$ cat src/verilog/acr_pkg.sv
// Shared constants and carrier types for the converter result and trigger registers
package acr_pkg;
  localparam int          ACR_ADDR_W  = 5;
  localparam int          ACR_DATA_W  = 32;
  localparam int          ACR_REG_W   = 8;
  localparam int          ACR_RES_W   = 10;
  localparam int          ACR_SRC_N   = 32;
  localparam int          ACR_SEL_W   = 5;
  localparam int          ACR_PAD_W   = ACR_DATA_W - ACR_REG_W;

  // Byte addresses, one aligned word each
  localparam logic [4:0]  ACR_OFS_CTRL_A = 5'h00;
  localparam logic [4:0]  ACR_OFS_CTRL_B = 5'h04;
  localparam logic [4:0]  ACR_OFS_TRIG   = 5'h08;
  localparam logic [4:0]  ACR_OFS_RES_HI = 5'h0C;
  localparam logic [4:0]  ACR_OFS_RES_LO = 5'h10;

  // Field positions
  localparam int          ACR_CTRL_A_ON_BIT  = 0;
  localparam int          ACR_CTRL_A_CHS_LSB = 2;
  localparam int          ACR_CTRL_A_CHS_MSB = 7;
  localparam int          ACR_CTRL_B_FMT_BIT = 7;
  localparam int          ACR_CTRL_B_CLK_LSB = 4;
  localparam int          ACR_CTRL_B_CLK_MSB = 6;
  localparam int          ACR_CTRL_B_REF_LSB = 0;
  localparam int          ACR_CTRL_B_REF_MSB = 1;
  localparam int          ACR_BE_LANE0       = 0;

  // Implemented-bit masks and reset values
  localparam logic [7:0]  ACR_CTRL_A_MASK = 8'hFD;
  localparam logic [7:0]  ACR_CTRL_B_MASK = 8'hF3;
  localparam logic [7:0]  ACR_CTRL_A_RST  = 8'h00;
  localparam logic [7:0]  ACR_CTRL_B_RST  = 8'h00;
  localparam logic [4:0]  ACR_TRIG_RST    = 5'h00;
  localparam logic [31:0] ACR_SRC_PREV_RST = 32'hFFFFFFFF;
  localparam logic [5:0]  ACR_RES_FILL    = 6'h00;
  localparam logic [31:0] ACR_RD_ZERO     = 32'h00000000;

  // Completed conversion from the analog core
  typedef struct packed {
    logic                 done;
    logic [ACR_RES_W-1:0] result;
  } acr_conv_t;

  // Avalon request bundled for decode
  typedef struct packed {
    logic                  read;
    logic                  write;
    logic [ACR_ADDR_W-1:0] address;
    logic [ACR_DATA_W-1:0] writedata;
    logic [3:0]            byteenable;
  } acr_avs_req_t;
endpackage

$ cat src/verilog/acr_edge_sel.sv
// Per-source rising-edge detection and selection of the auto-conversion trigger
`timescale 1ns/100ps
module acr_edge_sel (
  input  wire logic                          clk_in,
  input  wire logic                          srst_in,
  input  wire logic [acr_pkg::ACR_SRC_N-1:0] sources_in,
  input  wire logic [acr_pkg::ACR_SEL_W-1:0] sel_in,
  output logic                               start_out
);
  logic [acr_pkg::ACR_SRC_N-1:0] prev;
  logic [acr_pkg::ACR_SRC_N-1:0] rise;
  wire                           src_now  = sources_in[sel_in];
  wire                           src_prev = prev[sel_in];

  // History kept for every source so a selection change never fakes an edge
  genvar i;
  generate
    for (i = 0; i < acr_pkg::ACR_SRC_N; i++) begin : g_src
      always_ff @(posedge clk_in) begin
        if (srst_in) begin
          prev[i] <= acr_pkg::ACR_SRC_PREV_RST[i];
        end else begin
          prev[i] <= sources_in[i];
        end
      end
      assign rise[i] = sources_in[i] & ~prev[i]; // [RQ3]
    end
  endgenerate

  always_ff @(posedge clk_in) begin
    if (srst_in) begin
      start_out <= 1'b0;
    end else begin
      start_out <= rise[sel_in]; // [RQ3]
    end
  end

  rise_starts_a: assert property ( // [RQ3]
    @(posedge clk_in) disable iff (srst_in)
    (src_now && !src_prev) |=> start_out)
    else $error("Rising edge of selected source gave no start");

  level_no_start_a: assert property ( // [RQ3]
    @(posedge clk_in) disable iff (srst_in)
    (src_now && src_prev) |=> !start_out)
    else $error("Steady high source started a conversion");
endmodule

$ cat src/verilog/acr_regs.sv
// Converter control, trigger select and result registers behind an Avalon-MM slave
`timescale 1ns/100ps
// Functional notes
// RQ1: A five-bit trigger select field in the low bits of the trigger register picks the source.
// RQ2: Trigger register bits seven to five read as zero and ignore writes.
// RQ3: An automatic conversion starts only on a rising edge of the selected source.
// RQ4: With left format the high result byte holds result bits nine to two.
// RQ5: With left format result bits one and zero sit in bits seven and six of the low byte.
// RQ6: Software must not rely on the six low bits of the low byte in left format.
// RQ7: With right format result bits nine and eight sit in bits one and zero of the high byte.
// RQ8: With right format the low result byte holds result bits seven to zero.
// RQ9: Result bytes are read/write, unknown at power-up and kept through any other reset.
// RQ10: A finished conversion updates both result bytes at once using the current format.
module acr_regs (
  input  wire logic                             clk_in,
  input  wire logic                             srst_in,
  input  wire logic [acr_pkg::ACR_ADDR_W-1:0]   avs_address_in,
  input  wire logic                             avs_read_in,
  input  wire logic                             avs_write_in,
  input  wire logic [acr_pkg::ACR_DATA_W-1:0]   avs_writedata_in,
  input  wire logic [3:0]                       avs_byteenable_in,
  output logic      [acr_pkg::ACR_DATA_W-1:0]   avs_readdata_out,
  output logic                                  avs_waitrequest_out,
  input  wire logic [acr_pkg::ACR_SRC_N-1:0]    trig_sources_in,
  input  wire acr_pkg::acr_conv_t               conv_in,
  output logic                                  conv_start_out,
  output logic                                  converter_on_out,
  output logic      [5:0]                       channel_sel_out,
  output logic                                  result_format_sel_out,
  output logic      [2:0]                       conversion_clock_sel_out,
  output logic      [1:0]                       positive_reference_sel_out
);
  acr_pkg::acr_avs_req_t              req;
  logic [acr_pkg::ACR_REG_W-1:0]      converter_ctrl_a;
  logic [acr_pkg::ACR_REG_W-1:0]      converter_ctrl_b;
  logic [acr_pkg::ACR_SEL_W-1:0]      trigger_source_sel;
  logic [acr_pkg::ACR_REG_W-1:0]      result_high_byte;
  logic [acr_pkg::ACR_REG_W-1:0]      result_low_byte;
  logic                               rd_was_trig;

  assign req.read       = avs_read_in;
  assign req.write      = avs_write_in;
  assign req.address    = avs_address_in;
  assign req.writedata  = avs_writedata_in;
  assign req.byteenable = avs_byteenable_in;

  // Address decode
  wire hit_ctrl_a = (req.address == acr_pkg::ACR_OFS_CTRL_A);
  wire hit_ctrl_b = (req.address == acr_pkg::ACR_OFS_CTRL_B);
  wire hit_trig   = (req.address == acr_pkg::ACR_OFS_TRIG);
  wire hit_res_hi = (req.address == acr_pkg::ACR_OFS_RES_HI);
  wire hit_res_lo = (req.address == acr_pkg::ACR_OFS_RES_LO);

  // A request is taken on the edge where waitrequest is already low
  wire req_any    = req.read | req.write;
  wire req_first  = req_any & avs_waitrequest_out;
  wire lane0      = req.byteenable[acr_pkg::ACR_BE_LANE0];
  wire wr_accept  = req.write & ~avs_waitrequest_out & lane0;
  wire wr_ctrl_a  = wr_accept & hit_ctrl_a;
  wire wr_ctrl_b  = wr_accept & hit_ctrl_b;
  wire wr_trig    = wr_accept & hit_trig;
  wire wr_res_hi  = wr_accept & hit_res_hi;
  wire wr_res_lo  = wr_accept & hit_res_lo;
  wire [7:0] wr_byte = req.writedata[acr_pkg::ACR_REG_W-1:0];

  // Read data; unmapped addresses return zero
  wire [7:0] rd_trig_byte = {3'h0, trigger_source_sel}; // [RQ2]
  wire [7:0] rd_byte =
    hit_ctrl_a ? converter_ctrl_a :
    hit_ctrl_b ? converter_ctrl_b :
    hit_trig   ? rd_trig_byte     :
    hit_res_hi ? result_high_byte :
    hit_res_lo ? result_low_byte  : 8'h00;
  wire [31:0] rd_word = {{acr_pkg::ACR_PAD_W{1'b0}}, rd_byte};

  // Result formatting, sampled with the format bit of the completing cycle
  wire fmt_right = converter_ctrl_b[acr_pkg::ACR_CTRL_B_FMT_BIT];
  wire [9:0] res = conv_in.result;
  wire [7:0] left_hi  = res[9:2]; // [RQ4]
  wire [7:0] left_lo  = {res[1:0], acr_pkg::ACR_RES_FILL}; // [RQ5]
  wire [7:0] right_hi = {acr_pkg::ACR_RES_FILL, res[9:8]}; // [RQ7]
  wire [7:0] right_lo = res[7:0]; // [RQ8]
  wire [7:0] fmt_hi   = fmt_right ? right_hi : left_hi;
  wire [7:0] fmt_lo   = fmt_right ? right_lo : left_lo;
  wire [15:0] fmt_word = {fmt_hi, fmt_lo};

  // Hardware completion wins over a software write in the same cycle
  wire [7:0] next_result_high_byte =
    conv_in.done ? fmt_hi : (wr_res_hi ? wr_byte : result_high_byte); // [RQ10]
  wire [7:0] next_result_low_byte =
    conv_in.done ? fmt_lo : (wr_res_lo ? wr_byte : result_low_byte); // [RQ10]

  // One wait state: low for exactly one cycle per request
  always_ff @(posedge clk_in) begin
    if (srst_in) begin
      avs_waitrequest_out <= 1'b1;
    end else begin
      avs_waitrequest_out <= ~req_first;
    end
  end

  always_ff @(posedge clk_in) begin
    if (srst_in) begin
      avs_readdata_out <= acr_pkg::ACR_RD_ZERO;
      rd_was_trig      <= 1'b0;
    end else if (req_first) begin
      avs_readdata_out <= req.read ? rd_word : acr_pkg::ACR_RD_ZERO;
      rd_was_trig      <= req.read & hit_trig;
    end
  end

  always_ff @(posedge clk_in) begin
    if (srst_in) begin
      converter_ctrl_a <= acr_pkg::ACR_CTRL_A_RST;
    end else if (wr_ctrl_a) begin
      converter_ctrl_a <= wr_byte & acr_pkg::ACR_CTRL_A_MASK;
    end
  end

  always_ff @(posedge clk_in) begin
    if (srst_in) begin
      converter_ctrl_b <= acr_pkg::ACR_CTRL_B_RST;
    end else if (wr_ctrl_b) begin
      converter_ctrl_b <= wr_byte & acr_pkg::ACR_CTRL_B_MASK;
    end
  end

  // Upper written bits dropped by the field width
  always_ff @(posedge clk_in) begin
    if (srst_in) begin
      trigger_source_sel <= acr_pkg::ACR_TRIG_RST;
    end else if (wr_trig) begin
      trigger_source_sel <= wr_byte[acr_pkg::ACR_SEL_W-1:0]; // [RQ1] [RQ2]
    end
  end

  // No reset on purpose: result bytes must survive the system reset
  always_ff @(posedge clk_in) begin
    result_high_byte <= next_result_high_byte; // [RQ9]
    result_low_byte  <= next_result_low_byte; // [RQ9]
  end

  acr_edge_sel u_edge_sel (
    .clk_in     (clk_in),
    .srst_in    (srst_in),
    .sources_in (trig_sources_in),
    .sel_in     (trigger_source_sel),
    .start_out  (conv_start_out)
  );

  assign converter_on_out           = converter_ctrl_a[acr_pkg::ACR_CTRL_A_ON_BIT];
  assign channel_sel_out            =
    converter_ctrl_a[acr_pkg::ACR_CTRL_A_CHS_MSB:acr_pkg::ACR_CTRL_A_CHS_LSB];
  assign result_format_sel_out      = fmt_right;
  assign conversion_clock_sel_out   =
    converter_ctrl_b[acr_pkg::ACR_CTRL_B_CLK_MSB:acr_pkg::ACR_CTRL_B_CLK_LSB];
  assign positive_reference_sel_out =
    converter_ctrl_b[acr_pkg::ACR_CTRL_B_REF_MSB:acr_pkg::ACR_CTRL_B_REF_LSB];

  wait_one_cycle_a: assert property (
    @(posedge clk_in) disable iff (srst_in)
    (req_any && avs_waitrequest_out) |=> !avs_waitrequest_out ##1 avs_waitrequest_out)
    else $error("Waitrequest did not drop for exactly one cycle");

  trig_write_a: assert property ( // [RQ1]
    @(posedge clk_in) disable iff (srst_in)
    wr_trig |=> trigger_source_sel == $past(avs_writedata_in[4:0]))
    else $error("Trigger select did not take the written value");

  trig_read_zero_a: assert property ( // [RQ2]
    @(posedge clk_in) disable iff (srst_in)
    (!avs_waitrequest_out && rd_was_trig) |->
      (avs_readdata_out[31:5] == 27'h0000000 &&
       avs_readdata_out[4:0] == trigger_source_sel))
    else $error("Trigger register read back wrong");

  left_high_a: assert property ( // [RQ4]
    @(posedge clk_in) disable iff (srst_in)
    (conv_in.done && !fmt_right) |=> result_high_byte == $past(conv_in.result[9:2]))
    else $error("Left format high byte wrong");

  left_low_a: assert property ( // [RQ5]
    @(posedge clk_in) disable iff (srst_in)
    (conv_in.done && !fmt_right) |=>
      (result_low_byte[7:6] == $past(conv_in.result[1:0]) && result_low_byte[5:0] == 6'h00))
    else $error("Left format low byte wrong");

  right_high_a: assert property ( // [RQ7]
    @(posedge clk_in) disable iff (srst_in)
    (conv_in.done && fmt_right) |=>
      (result_high_byte[1:0] == $past(conv_in.result[9:8]) && result_high_byte[7:2] == 6'h00))
    else $error("Right format high byte wrong");

  right_low_a: assert property ( // [RQ8]
    @(posedge clk_in) disable iff (srst_in)
    (conv_in.done && fmt_right) |=> result_low_byte == $past(conv_in.result[7:0]))
    else $error("Right format low byte wrong");

  result_hold_a: assert property ( // [RQ9]
    @(posedge clk_in)
    (!conv_in.done && !wr_res_hi && !wr_res_lo) |=>
      ($stable(result_high_byte) && $stable(result_low_byte)))
    else $error("Result byte changed without cause");

  result_sw_write_a: assert property ( // [RQ9]
    @(posedge clk_in) disable iff (srst_in)
    (wr_res_lo && !conv_in.done) |=> result_low_byte == $past(avs_writedata_in[7:0]))
    else $error("Software write to low result byte lost");

  atomic_update_a: assert property ( // [RQ10]
    @(posedge clk_in) disable iff (srst_in)
    conv_in.done |=> {result_high_byte, result_low_byte} == $past(fmt_word))
    else $error("Result bytes not updated together");
endmodule

$ cat config.mk
export PLATFORM = sky130hd
export DESIGN_NAME = acr_regs
export DESIGN_NICKNAME = d
export VERILOG_FILES = /design/src/verilog/acr_pkg.sv /design/src/verilog/acr_edge_sel.sv /design/src/verilog/acr_regs.sv
export SDC_FILE = /design/constraint.sdc
export NUM_CORES = 1
export LEC_CHECK = 0
export BUFFER_PORTS_ARGS = -buffer_cell sky130_fd_sc_hd__buf_2
export CORE_ASPECT_RATIO = 0.5
export CORE_MARGIN = 1
export CORE_UTILIZATION = 49
export CTS_CLUSTER_DIAMETER = 100
export CTS_CLUSTER_SIZE = 10
export DETAILED_ROUTE_END_ITERATION = 8
export PLACE_DENSITY_LB_ADDON = 0.12
export SYNTH_ARGS = -nofsm -noshare
export SYNTH_HDL_FRONTEND = slang
export SYNTH_HIERARCHICAL = 1
export SYNTH_SLANG_ARGS = --single-unit
$ cat constraint.sdc
create_clock -name clk_in -period 2.5 [get_ports clk_in]
set_clock_uncertainty 0.1 [all_clocks]
set_input_delay 0.5 -clock clk_in [delete_from_list [all_inputs] [get_ports clk_in]]
set_output_delay 0.5 -clock clk_in [all_outputs]
set_load 0.02 [all_outputs]
==> parameters.txt, run 1 <==
Parameter                              Value

Status
  Outcome    finished clean

STA
  Slew headroom    64.9%
  Post-Route Setup TNS    0 ns
  Share of the clock period used by the worst path after layout    78.8%
  Final critical delay including setup and external delays    1.97 ns
  Transition time of the tightest slew-check pin    0.526 ns
  Final Hold Fails    0
  Worst Setup Slack, final    0.529 ns
  F_max    0.507 GHz
  Setup repair after global routing missed its margin    false
  Count of final max-slew check failures    0
  Number of setup violations in the final report    0

Clock network
  Setup bufs post-CTS    0
  Insertion delay to the later sink of the worst-skew pair    0.33 ns
  Register clock-pin slew on the reported worst setup and hold paths    0.05 ns
  TritonCTS clock tree    yes
  Number of clock sinks    76
  Cell at the root of the clock tree    sky130_fd_sc_hd__clkbuf_16
  CTS Buffer Depth    2
  Number of clock buffers inserted by TritonCTS    9
  H-tree depth reported by CTS    3
  Number of hold-repair buffers added at the cts stage    0
  PostCTS Resize Cnt    0

Final layout
  Inserted Diodes    0
  Count of nets after finishing    538
  Fraction of layout cells with a size suffix above 1    30.0%
  Synthesis-to-layout area growth    19.9%
  Post-route design area    4220 sq um
  Most frequent standard cell in the layout excluding fill and tap cells    sky130_fd_sc_hd__buf_2
  Leading cell types in the layout, fill and taps excluded    sky130_fd_sc_hd__buf_2, sky130_fd_sc_hd__dfxtp_1, sky130_fd_sc_hd__nand2_1, sky130_fd_sc_hd__nor2_1, sky130_fd_sc_hd__conb_1

Placement
  HPWL reported at the end of detailed placement    6000 microns
  Placement-stage cell area    3930 sq um
  Dpl ws    0.196 ns
  GP Congestion    0.878
  # port buffers    83

Synth
  Number of distinct standard cells referenced by the synthesized netlist    53
  Sequential-to-total area share from yosys stat    47.8%
  Ys flop type    sky130_fd_sc_hd__dfxtp_1
  Mean Syn Cell Area    9.64 sq um
  Number of synthesized register bits    76
  Mapped Cells    365
  Cell Area, Synth    3520 sq um
  Post-synth EDFFs    16
  Syn. warnings    6
  Async S/R FF share, synth    0%

Worst setup path
  Cell family with the largest share of critical-path delay    simple AND/OR/NAND/NOR gates
  Crit-path cells    buf_2 > or3_4 > or4_1 > mux2i_1 > nor2_1
  CP peak stage delay    0.71 ns
  Category of the critical setup timing path    in2reg
  Library cell contributing the largest single delay on the critical path    sky130_fd_sc_hd__or4_1
  Category of the worst setup path launch point    input pin
  Sum of buffers and inverters on the critical path    1
  Max FO, Critical Path    12
  WP data arrival    2.07 ns
  Element type at the critical path end    register
  Data required time of the worst path    2.60 ns

Die
  Rows    21
  Die outline height    61.9 microns
  Top-level port count    135
  Core ar.    6810 sq um
  Die footprint    7540 sq um
  Floorplan die width    122 microns
  Initial Util    51.7%

Detailed routing
  Detailed-route vias per instance    5.34
  Number of optimization iterations in the first detailed-route pass    5
  Antenna Nets Post-Route    0
  Routed wire per std cell    14.9 microns
  Via count    2,918
  Number of violations reported at the end of detailed-routing iteration 0    205
  Post-detailed-route DRC marker count    0
  Wirelength, routed    8120 microns

Flow run
  Max capacitance violation total    0

Pwr
  VDD IR max    0.328 mV
  Pwr per Cell Area    667 nW/um^2
  Final total power    2810 uW
  Lkg Pwr    0.00184 uW

Global route
  Number of global-route vias before repair    2,631
  Pin count of the biggest net entering global routing    29
  Tot GR Track Use    23.1%
  First-pass GRT wire length    12,700 microns
  Global route total overflow    0
  Antenna violations before repair    0

Worst hold path
  Type of the most critical hold path    in2reg
-- power by group --
| part | total, uW | switching (uW) | internal (uW) | leakage, uW |
|---|---|---|---|---|
| combinational | 252 | 155 | 97.2 | 0.00105 |
| clock | 1240 | 458 | 780 | 0.000144 |
| sequential | 1320 | 15.3 | 1300 | 0.000652 |
-- sequential cells by signal, indices dropped and copies added (netlist names) --
signal and flops:
result_high_byte 8, u_edge_sel/start_out 1, trigger_source_sel 5, u_edge_sel/prev 32
avs_waitrequest_out 1, avs_readdata_out 8, converter_ctrl_a 7, converter_ctrl_b 6
result_low_byte 8
-- per-layer routing --
layer  vias to the layer above  part of all wire, %  GRT usage, %
met5                         -                    0             0
met3                        13                  7.4          7.03
met1                      1360                   44          28.5
li1                       1410                    -             -
met4                         0                  1.6          9.88
met2                       135                   47          38.8
-- area by class of cell --
type                       instances  area [sq um]
fill                             589          2590
sequential                        76          1680
multi-input combinational        252          1570
timing repair buffer              92           483
clock buffer                      14           285
tap                               92           115
inverter                          19          71.3
clock inverter                     1          5.00
-- final timing paths --
path,from,to,depth (start not counted),slack (ns)
setup / recovery,avs_address_in[4],converter_ctrl_a[4]$_SDFFE_PP0P_,5,0.53
hold / removal,trig_sources_in[18],u_edge_sel/prev[18]$_SDFF_PP1_,3,0.26
setup reg to reg,avs_waitrequest_out$_SDFF_PP1_,converter_ctrl_a[4]$_SDFFE_PP0P_,4,0.57
hold reg to reg,avs_readdata_out[4]$_SDFFE_PP0P_,avs_readdata_out[4]$_SDFFE_PP0P_,2,0.35
-- stage by stage --
stage	hold slack [ns]	std cells	utilization, %
finish	0.257	546	61.9
floorplan	0.372	388	-
global route	0.261	546	61.9
CTS	0.247	546	61.9
global placement	0.337	531	57.7
detailed placement	0.343	531	57.7
-- worst min-delay path, stage by stage --
cell,delay (ns)
sky130_fd_sc_hd__buf_2,0.07
sky130_fd_sc_hd__inv_1,0.04
sky130_fd_sc_hd__nand2_1,0.04
-- kinds of logic (layout without fill, tap and decap cells) --
kind of cell / after synthesis / count (layout) / synth area share, %
muxes: 23 / 23 / 6.58
other: 1 / 24 / 0.107
AOI/OAI and AO/OA: 77 / 77 / 16.0
DFF: 76 / 76 / 47.8
buffers and inverters: 60 / 126 / 9.89
and+or+nand+nor: 128 / 128 / 19.6
-- cells in the mapped netlist, drive strengths merged (2+ instances only) --
master,count,area [sq um]
dfxtp,60,1200
nand2,35,131
buf,32,243
nor2,27,101
or2,23,144
mux2i,22,220
inv,18,67.6
o21ai,18,90.1
edfxtp,16,480
o32ai,10,95.1
clkbuf,9,33.8
nor2b,9,56.3
a21o,8,60.1
a21oi,7,35.0
nor3,7,40.0
nand2b,6,37.5
nor3b,5,42.5
a22o,4,35.0
o22ai,4,25.0
a221oi,3,26.3
a22oi,3,22.5
and3b,3,26.3
nor4,3,33.8
o31ai,3,22.5
a211oi,2,15.0
a221o,2,20.0
nand3,2,10.0
nand3b,2,15.0
o2111ai,2,17.5
o211ai,2,15.0
o221ai,2,17.5
or4,2,15.0
Power figures use the tool's default switching activity.
==> run 2, diff against run 1 <==
--- a/config.mk
+++ b/config.mk
@@ -8,7 +8,7 @@
 export BUFFER_PORTS_ARGS = -buffer_cell sky130_fd_sc_hd__buf_2
 export CORE_ASPECT_RATIO = 0.5
 export CORE_MARGIN = 1
-export CORE_UTILIZATION = 49
+export CORE_UTILIZATION = 44
 export CTS_CLUSTER_DIAMETER = 100
 export CTS_CLUSTER_SIZE = 10
 export DETAILED_ROUTE_END_ITERATION = 8
==> constraint.sdc (replaced) <==
create_clock -name clk_in -period 1.78 [get_ports clk_in]
set_clock_uncertainty 0.1 [all_clocks]
set_input_delay 0.356 -clock clk_in [delete_from_list [all_inputs] [get_ports clk_in]]
set_output_delay 0.356 -clock clk_in [all_outputs]
set_load 0.02 [all_outputs]
==> run 2 against run 1 <==
Against the previous run:
- global-route usage fell by 1.5 points
- cell count rose by 6.6%
- sequential cell count did not move
- final area rose by 4.0%
- register-to-register slack got worse by 0.40 ns
- power rose by 40%
- combinational power rose by 53%
==> parameters.txt, run 2 (synthesized netlist as in run 1, its figures left out) <==
Parameter                              Value

Clock network
  Number of hold-repair buffers added at the cts stage    0 (unchanged)
  Number of clock sinks    76 (unchanged)
  Setup bufs post-CTS    0 (unchanged)
  Cell at the root of the clock tree    sky130_fd_sc_hd__clkbuf_16
  Number of clock buffers inserted by TritonCTS    9 (unchanged)
  H-tree depth reported by CTS    3 (unchanged)
  TritonCTS clock tree    yes
  PostCTS Resize Cnt    0 (unchanged)
  Register clock-pin slew on the reported worst setup and hold paths    0.06 ns (about the same)
  Insertion delay to the later sink of the worst-skew pair    0.33 ns (about the same)
  CTS Buffer Depth    2 (unchanged)

Placement
  HPWL reported at the end of detailed placement    6520 microns (+8.6%)
  GP Congestion    0.845 (-3.7%)
  # port buffers    83 (unchanged)
  Placed Cells incl. Taps    566 (+6.6%)

Worst setup path
  Count of cell instances traversed by the critical path    5 (unchanged)
  Library cell contributing the largest single delay on the critical path    sky130_fd_sc_hd__dfxtp_1
  Crit-path cells    and3b_1 > nor4_1 > or4_1 > o31ai_1 > a211o_1
  FF-to-FF End    u_edge_sel/start_out$_SDFF_PP0_
  Critical Path Sink    u_edge_sel/start_out$_SDFF_PP0_
  Cell family with the largest share of critical-path delay    simple AND/OR/NAND/NOR gates
  Category of the critical setup timing path    reg2reg
  Category of the worst setup path launch point    register
  Beginning of the worst register-to-register path    trigger_source_sel[1]$_SDFFE_PP0P_
  Number of cell instances on the worst register-to-register path    5 (+1)
  Launch point of the worst path    trigger_source_sel[1]$_SDFFE_PP0P_
  Register-to-register path setup slack    0.17 ns (-0.40 ns)
  CP peak stage delay    0.48 ns (-0.23 ns)
  WP data arrival    1.78 ns (-0.29 ns)
  Data required time of the worst path    1.95 ns (-0.65 ns)
  Element type at the critical path end    register
  Sum of buffers and inverters on the critical path    0 (-1)
  Max FO, Critical Path    8 (-4)

Global route
  Pin count of the biggest net entering global routing    24 (-17%)
  Number of global-route vias before repair    2,735 (+4.0%)
  Tot GR Track Use    21.6% (-1.5 points)
  Global route total overflow    0 (unchanged)
  First-pass GRT wire length    13,400 microns (+5.5%)
  Antenna violations before repair    0 (unchanged)

Detailed routing
  Detailed-route vias per instance    4.96 (-7.3%)
  Number of optimization iterations in the first detailed-route pass    4 (-1)
  Number of violations reported at the end of detailed-routing iteration 0    154 (-25%)
  Wirelength, routed    8360 microns (+2.9%)
  Routed wire per std cell    14.4 microns (-3.5%)
  Via count    2,884 (-1.2%)
  Post-detailed-route DRC marker count    0 (unchanged)
  Antenna Nets Post-Route    0 (unchanged)

Final layout
  Register bank with the most flops    u_edge_sel/prev
  Synthesis-to-layout area growth    24.6%
  Count of nets after finishing    557 (+3.5%)
  Inserted Diodes    0 (unchanged)
  Final std cells w/o fill    582 (+6.6%)
  Fillers    717 (+22%)
  Flip-flop count of the largest register, all copies and words added    32 (unchanged)
  Fraction of layout cells with a size suffix above 1    33.3% (+3.4 points)
  Most frequent standard cell in the layout excluding fill and tap cells    sky130_fd_sc_hd__buf_2
  Leading cell types in the layout, fill and taps excluded    sky130_fd_sc_hd__buf_2, sky130_fd_sc_hd__dfxtp_1, sky130_fd_sc_hd__nand2_1, sky130_fd_sc_hd__buf_4, sky130_fd_sc_hd__nor2_1

STA
  Count of final max-slew check failures    0 (unchanged)
  Final critical delay including setup and external delays    1.61 ns
  Share of the clock period used by the worst path after layout    90.3%
  Final hold slack    0.111 ns (-0.146 ns)
  Number of setup violations in the final report    0 (unchanged)
  F_max    0.622 GHz
  Setup repair after global routing missed its margin    false
  Final Hold Fails    0 (unchanged)

Worst hold path
  Type of the most critical hold path    in2reg

Status
  Outcome    finished clean

Pwr
  Lkg Pwr    0.00193 uW (+4.7%)
  Pwr per Cell Area    895 nW/um^2 (+34%)
  VDD IR max    0.572 mV (+75%)

Die
  Core ar.    7540 sq um (+11%)
  Die outline height    65.2 microns (+5.4%)
  Die footprint    8380 sq um (+11%)
  Top-level port count    135 (unchanged)
  Initial Util    46.6% (-5.0 points)
  Floorplan die width    128 microns (+5.4%)
  Rows    22 (+4.8%)

Flow run
  Max capacitance violation total    0 (unchanged)
run 2: cell count changes in the layout (fill, tap and decap cells not counted), sizes merged:
cell      change
buf          +19
clkinv        -1
clkinvlp      +1
inv           +1
run 2: final cells by class:
| cell class | instances | area, sq um | share of cell area (%) |
|---|---|---|---|
| inverters | 19 | 71.3 | 1.63 |
| clock buffers | 14 | 265 | 6.05 |
| clock inverters | 2 | 16.3 | 0.371 |
| repair buffers | 111 | 626 | 14.3 |
| flip-flops and latches | 76 | 1680 | 38.4 |
| well taps | 108 | 135 | 3.08 |
| multi-input cells | 252 | 1590 | 36.2 |
run 2: worst min path at each step:
stage                                           startpoint                          endpoint  slack, ns  cells past startpoint
after CTS                              trig_sources_in[26]    u_edge_sel/prev[26]$_SDFF_PP1_       0.10                      3
final                                  trig_sources_in[26]    u_edge_sel/prev[26]$_SDFF_PP1_       0.11                      3
after floorplan                        trig_sources_in[12]    u_edge_sel/prev[12]$_SDFF_PP1_       0.35                      2
after global placement    avs_readdata_out[6]$_SDFFE_PP0P_  avs_readdata_out[6]$_SDFFE_PP0P_       0.34                      2
after detailed placement  avs_readdata_out[5]$_SDFFE_PP0P_  avs_readdata_out[5]$_SDFFE_PP0P_       0.35                      2
after global routing                   trig_sources_in[16]    u_edge_sel/prev[16]$_SDFF_PP1_       0.11                      3
run 2: report_power, final:
group	switching (uW)	internal (uW)	total (uW)
clock network	651	1030	1690
logic	226	159	385
registers	19.7	1830	1850
total	897	3030	3920
run 2: stage by stage:
| stage | setup TNS (ns) | setup WS (ns) | util (%) | cell area, sq um | power, uW |
|---|---|---|---|---|---|
| final | 0 | 0.172 | 58.1 | 4380 | 3920 |
| after floorplan | -0.136 | -0.0199 | - | 3620 | 2140 |
| after global placement | -2.14 | -0.113 | 54.4 | 4100 | 2260 |
| after global routing | 0 | 0.0841 | 58.1 | 4380 | 4090 |
| after detailed placement | -2.51 | -0.152 | 54.4 | 4100 | 2270 |
| after CTS | 0 | 0.111 | 58.1 | 4380 | 3970 |
run 2: worst reg2reg max path, stage by stage (launching register included):
cell and delay [ns]:
sky130_fd_sc_hd__dfxtp_1 0.48, sky130_fd_sc_hd__and3b_1 0.21, sky130_fd_sc_hd__nor4_1 0.04, sky130_fd_sc_hd__or4_1 0.47, sky130_fd_sc_hd__o31ai_1 0.09, sky130_fd_sc_hd__a211o_1 0.16
run 2: routing by layer:
metal / track usage, % / up-vias / share of wire, %
met2: 36.5 / 92 / 47
met4: 7.79 / 0 / 0.65
met5: 0 / - / 0
met1: 26.3 / 1339 / 47
met3: 6.68 / 4 / 5.7
li1: - / 1449 / -
==> run 3, diff against run 2 <==
--- a/config.mk
+++ b/config.mk
@@ -12,7 +12,7 @@
 export CTS_CLUSTER_DIAMETER = 100
 export CTS_CLUSTER_SIZE = 10
 export DETAILED_ROUTE_END_ITERATION = 8
-export PLACE_DENSITY_LB_ADDON = 0.12
+export PLACE_DENSITY_LB_ADDON = 0.15
 export SYNTH_ARGS = -nofsm -noshare
 export SYNTH_HDL_FRONTEND = slang
 export SYNTH_HIERARCHICAL = 1
==> run 3 against run 2 <==
Against the previous run:
- first-iteration DRC count increased by 21%
- power decreased by 1.9%
- sequential power about the same
- count of clock-buffer cells in the layout decreased by 2
- sequential share of layout area increased by 0.066 points
- final area decreased by 0.17%
- hold slack got worse by 0.0019 ns
- non-clock buffer count unchanged
- global-route usage increased by 0.18 points
- combinational power about the same
- sequential cell count unchanged
- via count increased by 1.1%
- critical path type unchanged
- highest routed layer unchanged
==> parameters.txt, run 3 (synthesized netlist as in run 1, its figures left out) <==
Parameter                              Value

Global route
  Pin count of the biggest net entering global routing    28 (+17%)
  Met2 track demand over resource    37.9% (+1.4 points)
  Met3 usage    6.51% (-0.16 points)
  Global-route met1 utilization    26.4% (+0.16 points)
  Gr busiest metal    met2
  Tot GR Track Use    21.8% (+0.18 points)
  Number of global-route vias before repair    2,857 (+4.5%)
  First-pass GRT wire length    13,800 microns (+2.8%)
  Global route total overflow    0 (unchanged)
  Antenna violations before repair    0 (unchanged)

Worst setup path
  Beginning of the worst register-to-register path    avs_waitrequest_out$_SDFF_PP1_
  Cell family with the largest share of critical-path delay    simple AND/OR/NAND/NOR gates
  Sum of buffers and inverters on the critical path    2 (+2)
  CP peak stage delay    0.35 ns (-0.13 ns)
  Library cell contributing the largest single delay on the critical path    sky130_fd_sc_hd__dfxtp_1
  Crit-path cells    nand3b_1 > buf_4 > nor3_2 > buf_4 > mux2i_1 > nor2_1
  Most frequent cell on the critical path    sky130_fd_sc_hd__buf_4
  Category of the critical setup timing path    reg2reg
  Category of the worst setup path launch point    register
  Max FO, Critical Path    6 (-2)
  Data required time of the worst path    1.91 ns (-0.04 ns)
  WP data arrival    1.75 ns (-0.03 ns)
  Element type at the critical path end    register
  Launch point of the worst path    avs_waitrequest_out$_SDFF_PP1_

Final layout
  Multi-input gate area    1590 sq um (unchanged)
  Synthesis-to-layout area growth    24.4%
  Most frequent standard cell in the layout excluding fill and tap cells    sky130_fd_sc_hd__buf_2
  Register bank with the most flops    u_edge_sel/prev
  Fillers    682 (-4.9%)
  Count of nets after finishing    557 (unchanged)
  Flip-flop count of the largest register, all copies and words added    32 (unchanged)
  Flip-flop and latch area    1680 sq um (unchanged)
  Fraction of layout cells with a size suffix above 1    33.5% (+0.21 points)
  Leading cell types in the layout, fill and taps excluded    sky130_fd_sc_hd__buf_2, sky130_fd_sc_hd__dfxtp_1, sky130_fd_sc_hd__nand2_1, sky130_fd_sc_hd__nor2_1, sky130_fd_sc_hd__buf_4
  Post-route design area    4380 sq um (-0.17%)
  Inserted Diodes    0 (unchanged)

STA
  Final critical delay including setup and external delays    1.62 ns (+0.0167 ns)
  Final Hold Fails    0 (unchanged)
  Number of setup violations in the final report    0 (unchanged)
  Final hold slack    0.109 ns (-0.00188 ns)
  F_max    0.615 GHz (-1.0%)
  Worst Setup Slack, final    0.155 ns (-0.0167 ns)
  Count of final max-slew check failures    0 (unchanged)
  Share of the clock period used by the worst path after layout    91.3% (+0.94 points)
  Setup repair after global routing missed its margin    false

Die
  Core ar.    7540 sq um (unchanged)
  Die footprint    8380 sq um (unchanged)
  Die outline height    65.2 microns (unchanged)
  Rows    22 (unchanged)
  Top-level port count    135 (unchanged)
  Floorplan die width    128 microns (unchanged)
  Initial Util    46.6% (unchanged)

Pwr
  Switching power    912 uW (+1.7%)
  Pwr per Cell Area    879 nW/um^2 (-1.8%)
  Sequential fraction of design power    48.2% (+1.0 points)
  Part of the total power dissipated in the clock network    41.7% (-1.3 points)
  VDD IR max    0.444 mV (-23%)
  Lkg Pwr    0.00193 uW (+0.18%)
  Switching share of power    23.7% (+0.85 points)
  Internal portion of total power    2940 uW (-3.0%)
  Comb pwr share    10.1% (+0.3 points)

Detailed routing
  Number of optimization iterations in the first detailed-route pass    4 (unchanged)
  Detailed-route vias per instance    5.01 (+1.1%)
  Number of violations reported at the end of detailed-routing iteration 0    186 (+21%)
  Via count    2,915 (+1.1%)
  Wirelength, routed    8610 microns (+3.1%)
  Routed wire per std cell    14.8 microns (+3.1%)
  Antenna Nets Post-Route    0 (unchanged)
  Post-detailed-route DRC marker count    0 (unchanged)

Clock network
  CTS Buffer Depth    2 (unchanged)
  Setup bufs post-CTS    0 (unchanged)
  TritonCTS clock tree    yes
  Cell at the root of the clock tree    sky130_fd_sc_hd__clkbuf_16
  Register clock-pin slew on the reported worst setup and hold paths    0.05 ns (about the same)
  Number of clock buffers inserted by TritonCTS    9 (unchanged)
  H-tree depth reported by CTS    3 (unchanged)
  Insertion delay to the later sink of the worst-skew pair    0.33 ns (about the same)
  Number of clock sinks    76 (unchanged)

Worst hold path
  Launch instance of the worst min-delay path    trig_sources_in[20]
  Type of the most critical hold path    in2reg

Flow run
  Max capacitance violation total    0 (unchanged)

Status
  Outcome    finished clean

Placement
  Placement-stage cell area    4110 sq um (+0.31%)
  # port buffers    83 (unchanged)
  Dpl ws    -0.130 ns (+0.0220 ns)
  HPWL reported at the end of detailed placement    6400 microns (-1.8%)
  GP Congestion    0.847 (+0.28%)
run 3: per-stage QoR:
step           total power (uW)  setup TNS (ns)  cells  util [%]
2_1_floorplan              2140          -0.136    388         -
3_5_place_dp               2280           -2.25    566      54.5
3_3_place_gp               2270           -2.07    566      54.5
6_report                   3850               0    582      58.0
5_1_grt                    4010               0    582      58.0
4_1_cts                    3880               0    582      58.0
run 3: area by class of cell:
type / count / share of cell area, %
Multi-Input combinational cell: 252 / 36.3
Timing Repair Buffer: 111 / 14.6
Tap cell: 108 / 3.09
Clock inverter: 4 / 0.572
Clock buffer: 12 / 5.40
Inverter: 19 / 1.63
Sequential cell: 76 / 38.5
run 3: power groups by stage:
| stage | Combinational [uW] | Clock [uW] | Sequential [uW] |
|---|---|---|---|
| 2_1_floorplan | 246 | 0 | 1890 |
| 3_3_place_gp | 377 | 0 | 1890 |
| 3_5_place_dp | 385 | 0 | 1890 |
| 4_1_cts | 388 | 1630 | 1860 |
| 5_1_grt | 424 | 1730 | 1860 |
| 6_report | 388 | 1600 | 1860 |
run 3: timing repair:
action / in CTS / in global routing
hold buffers: 0 / 0
gates resized for setup: 0 / 1
setup endpoints to repair: 0 / 1
run 3: path summary, 6_finish.rpt:
kind / end / slack (ns) / depth (start not counted)
setup / recovery: converter_ctrl_b[6]$_SDFFE_PP0P_ / 0.16 / 6
hold / removal: u_edge_sel/prev[20]$_SDFF_PP1_ / 0.11 / 3
setup reg to reg: converter_ctrl_b[6]$_SDFFE_PP0P_ / 0.16 / 6
hold reg to reg: avs_readdata_out[5]$_SDFFE_PP0P_ / 0.36 / 2
run 3: metal layers:
metal,part of all wire [%],up-vias
met5,0,-
met2,49,87
li1,-,1451
met1,45,1370
met3,5.2,7
met4,0.73,0
run 3: worst reg2reg max path, cell delays in order (launching register included):
cell                       delay (ns)
sky130_fd_sc_hd__dfxtp_1         0.35
sky130_fd_sc_hd__nand3b_1        0.24
sky130_fd_sc_hd__buf_4           0.20
sky130_fd_sc_hd__nor3_2          0.20
sky130_fd_sc_hd__buf_4           0.18
sky130_fd_sc_hd__mux2i_1         0.20
sky130_fd_sc_hd__nor2_1          0.06
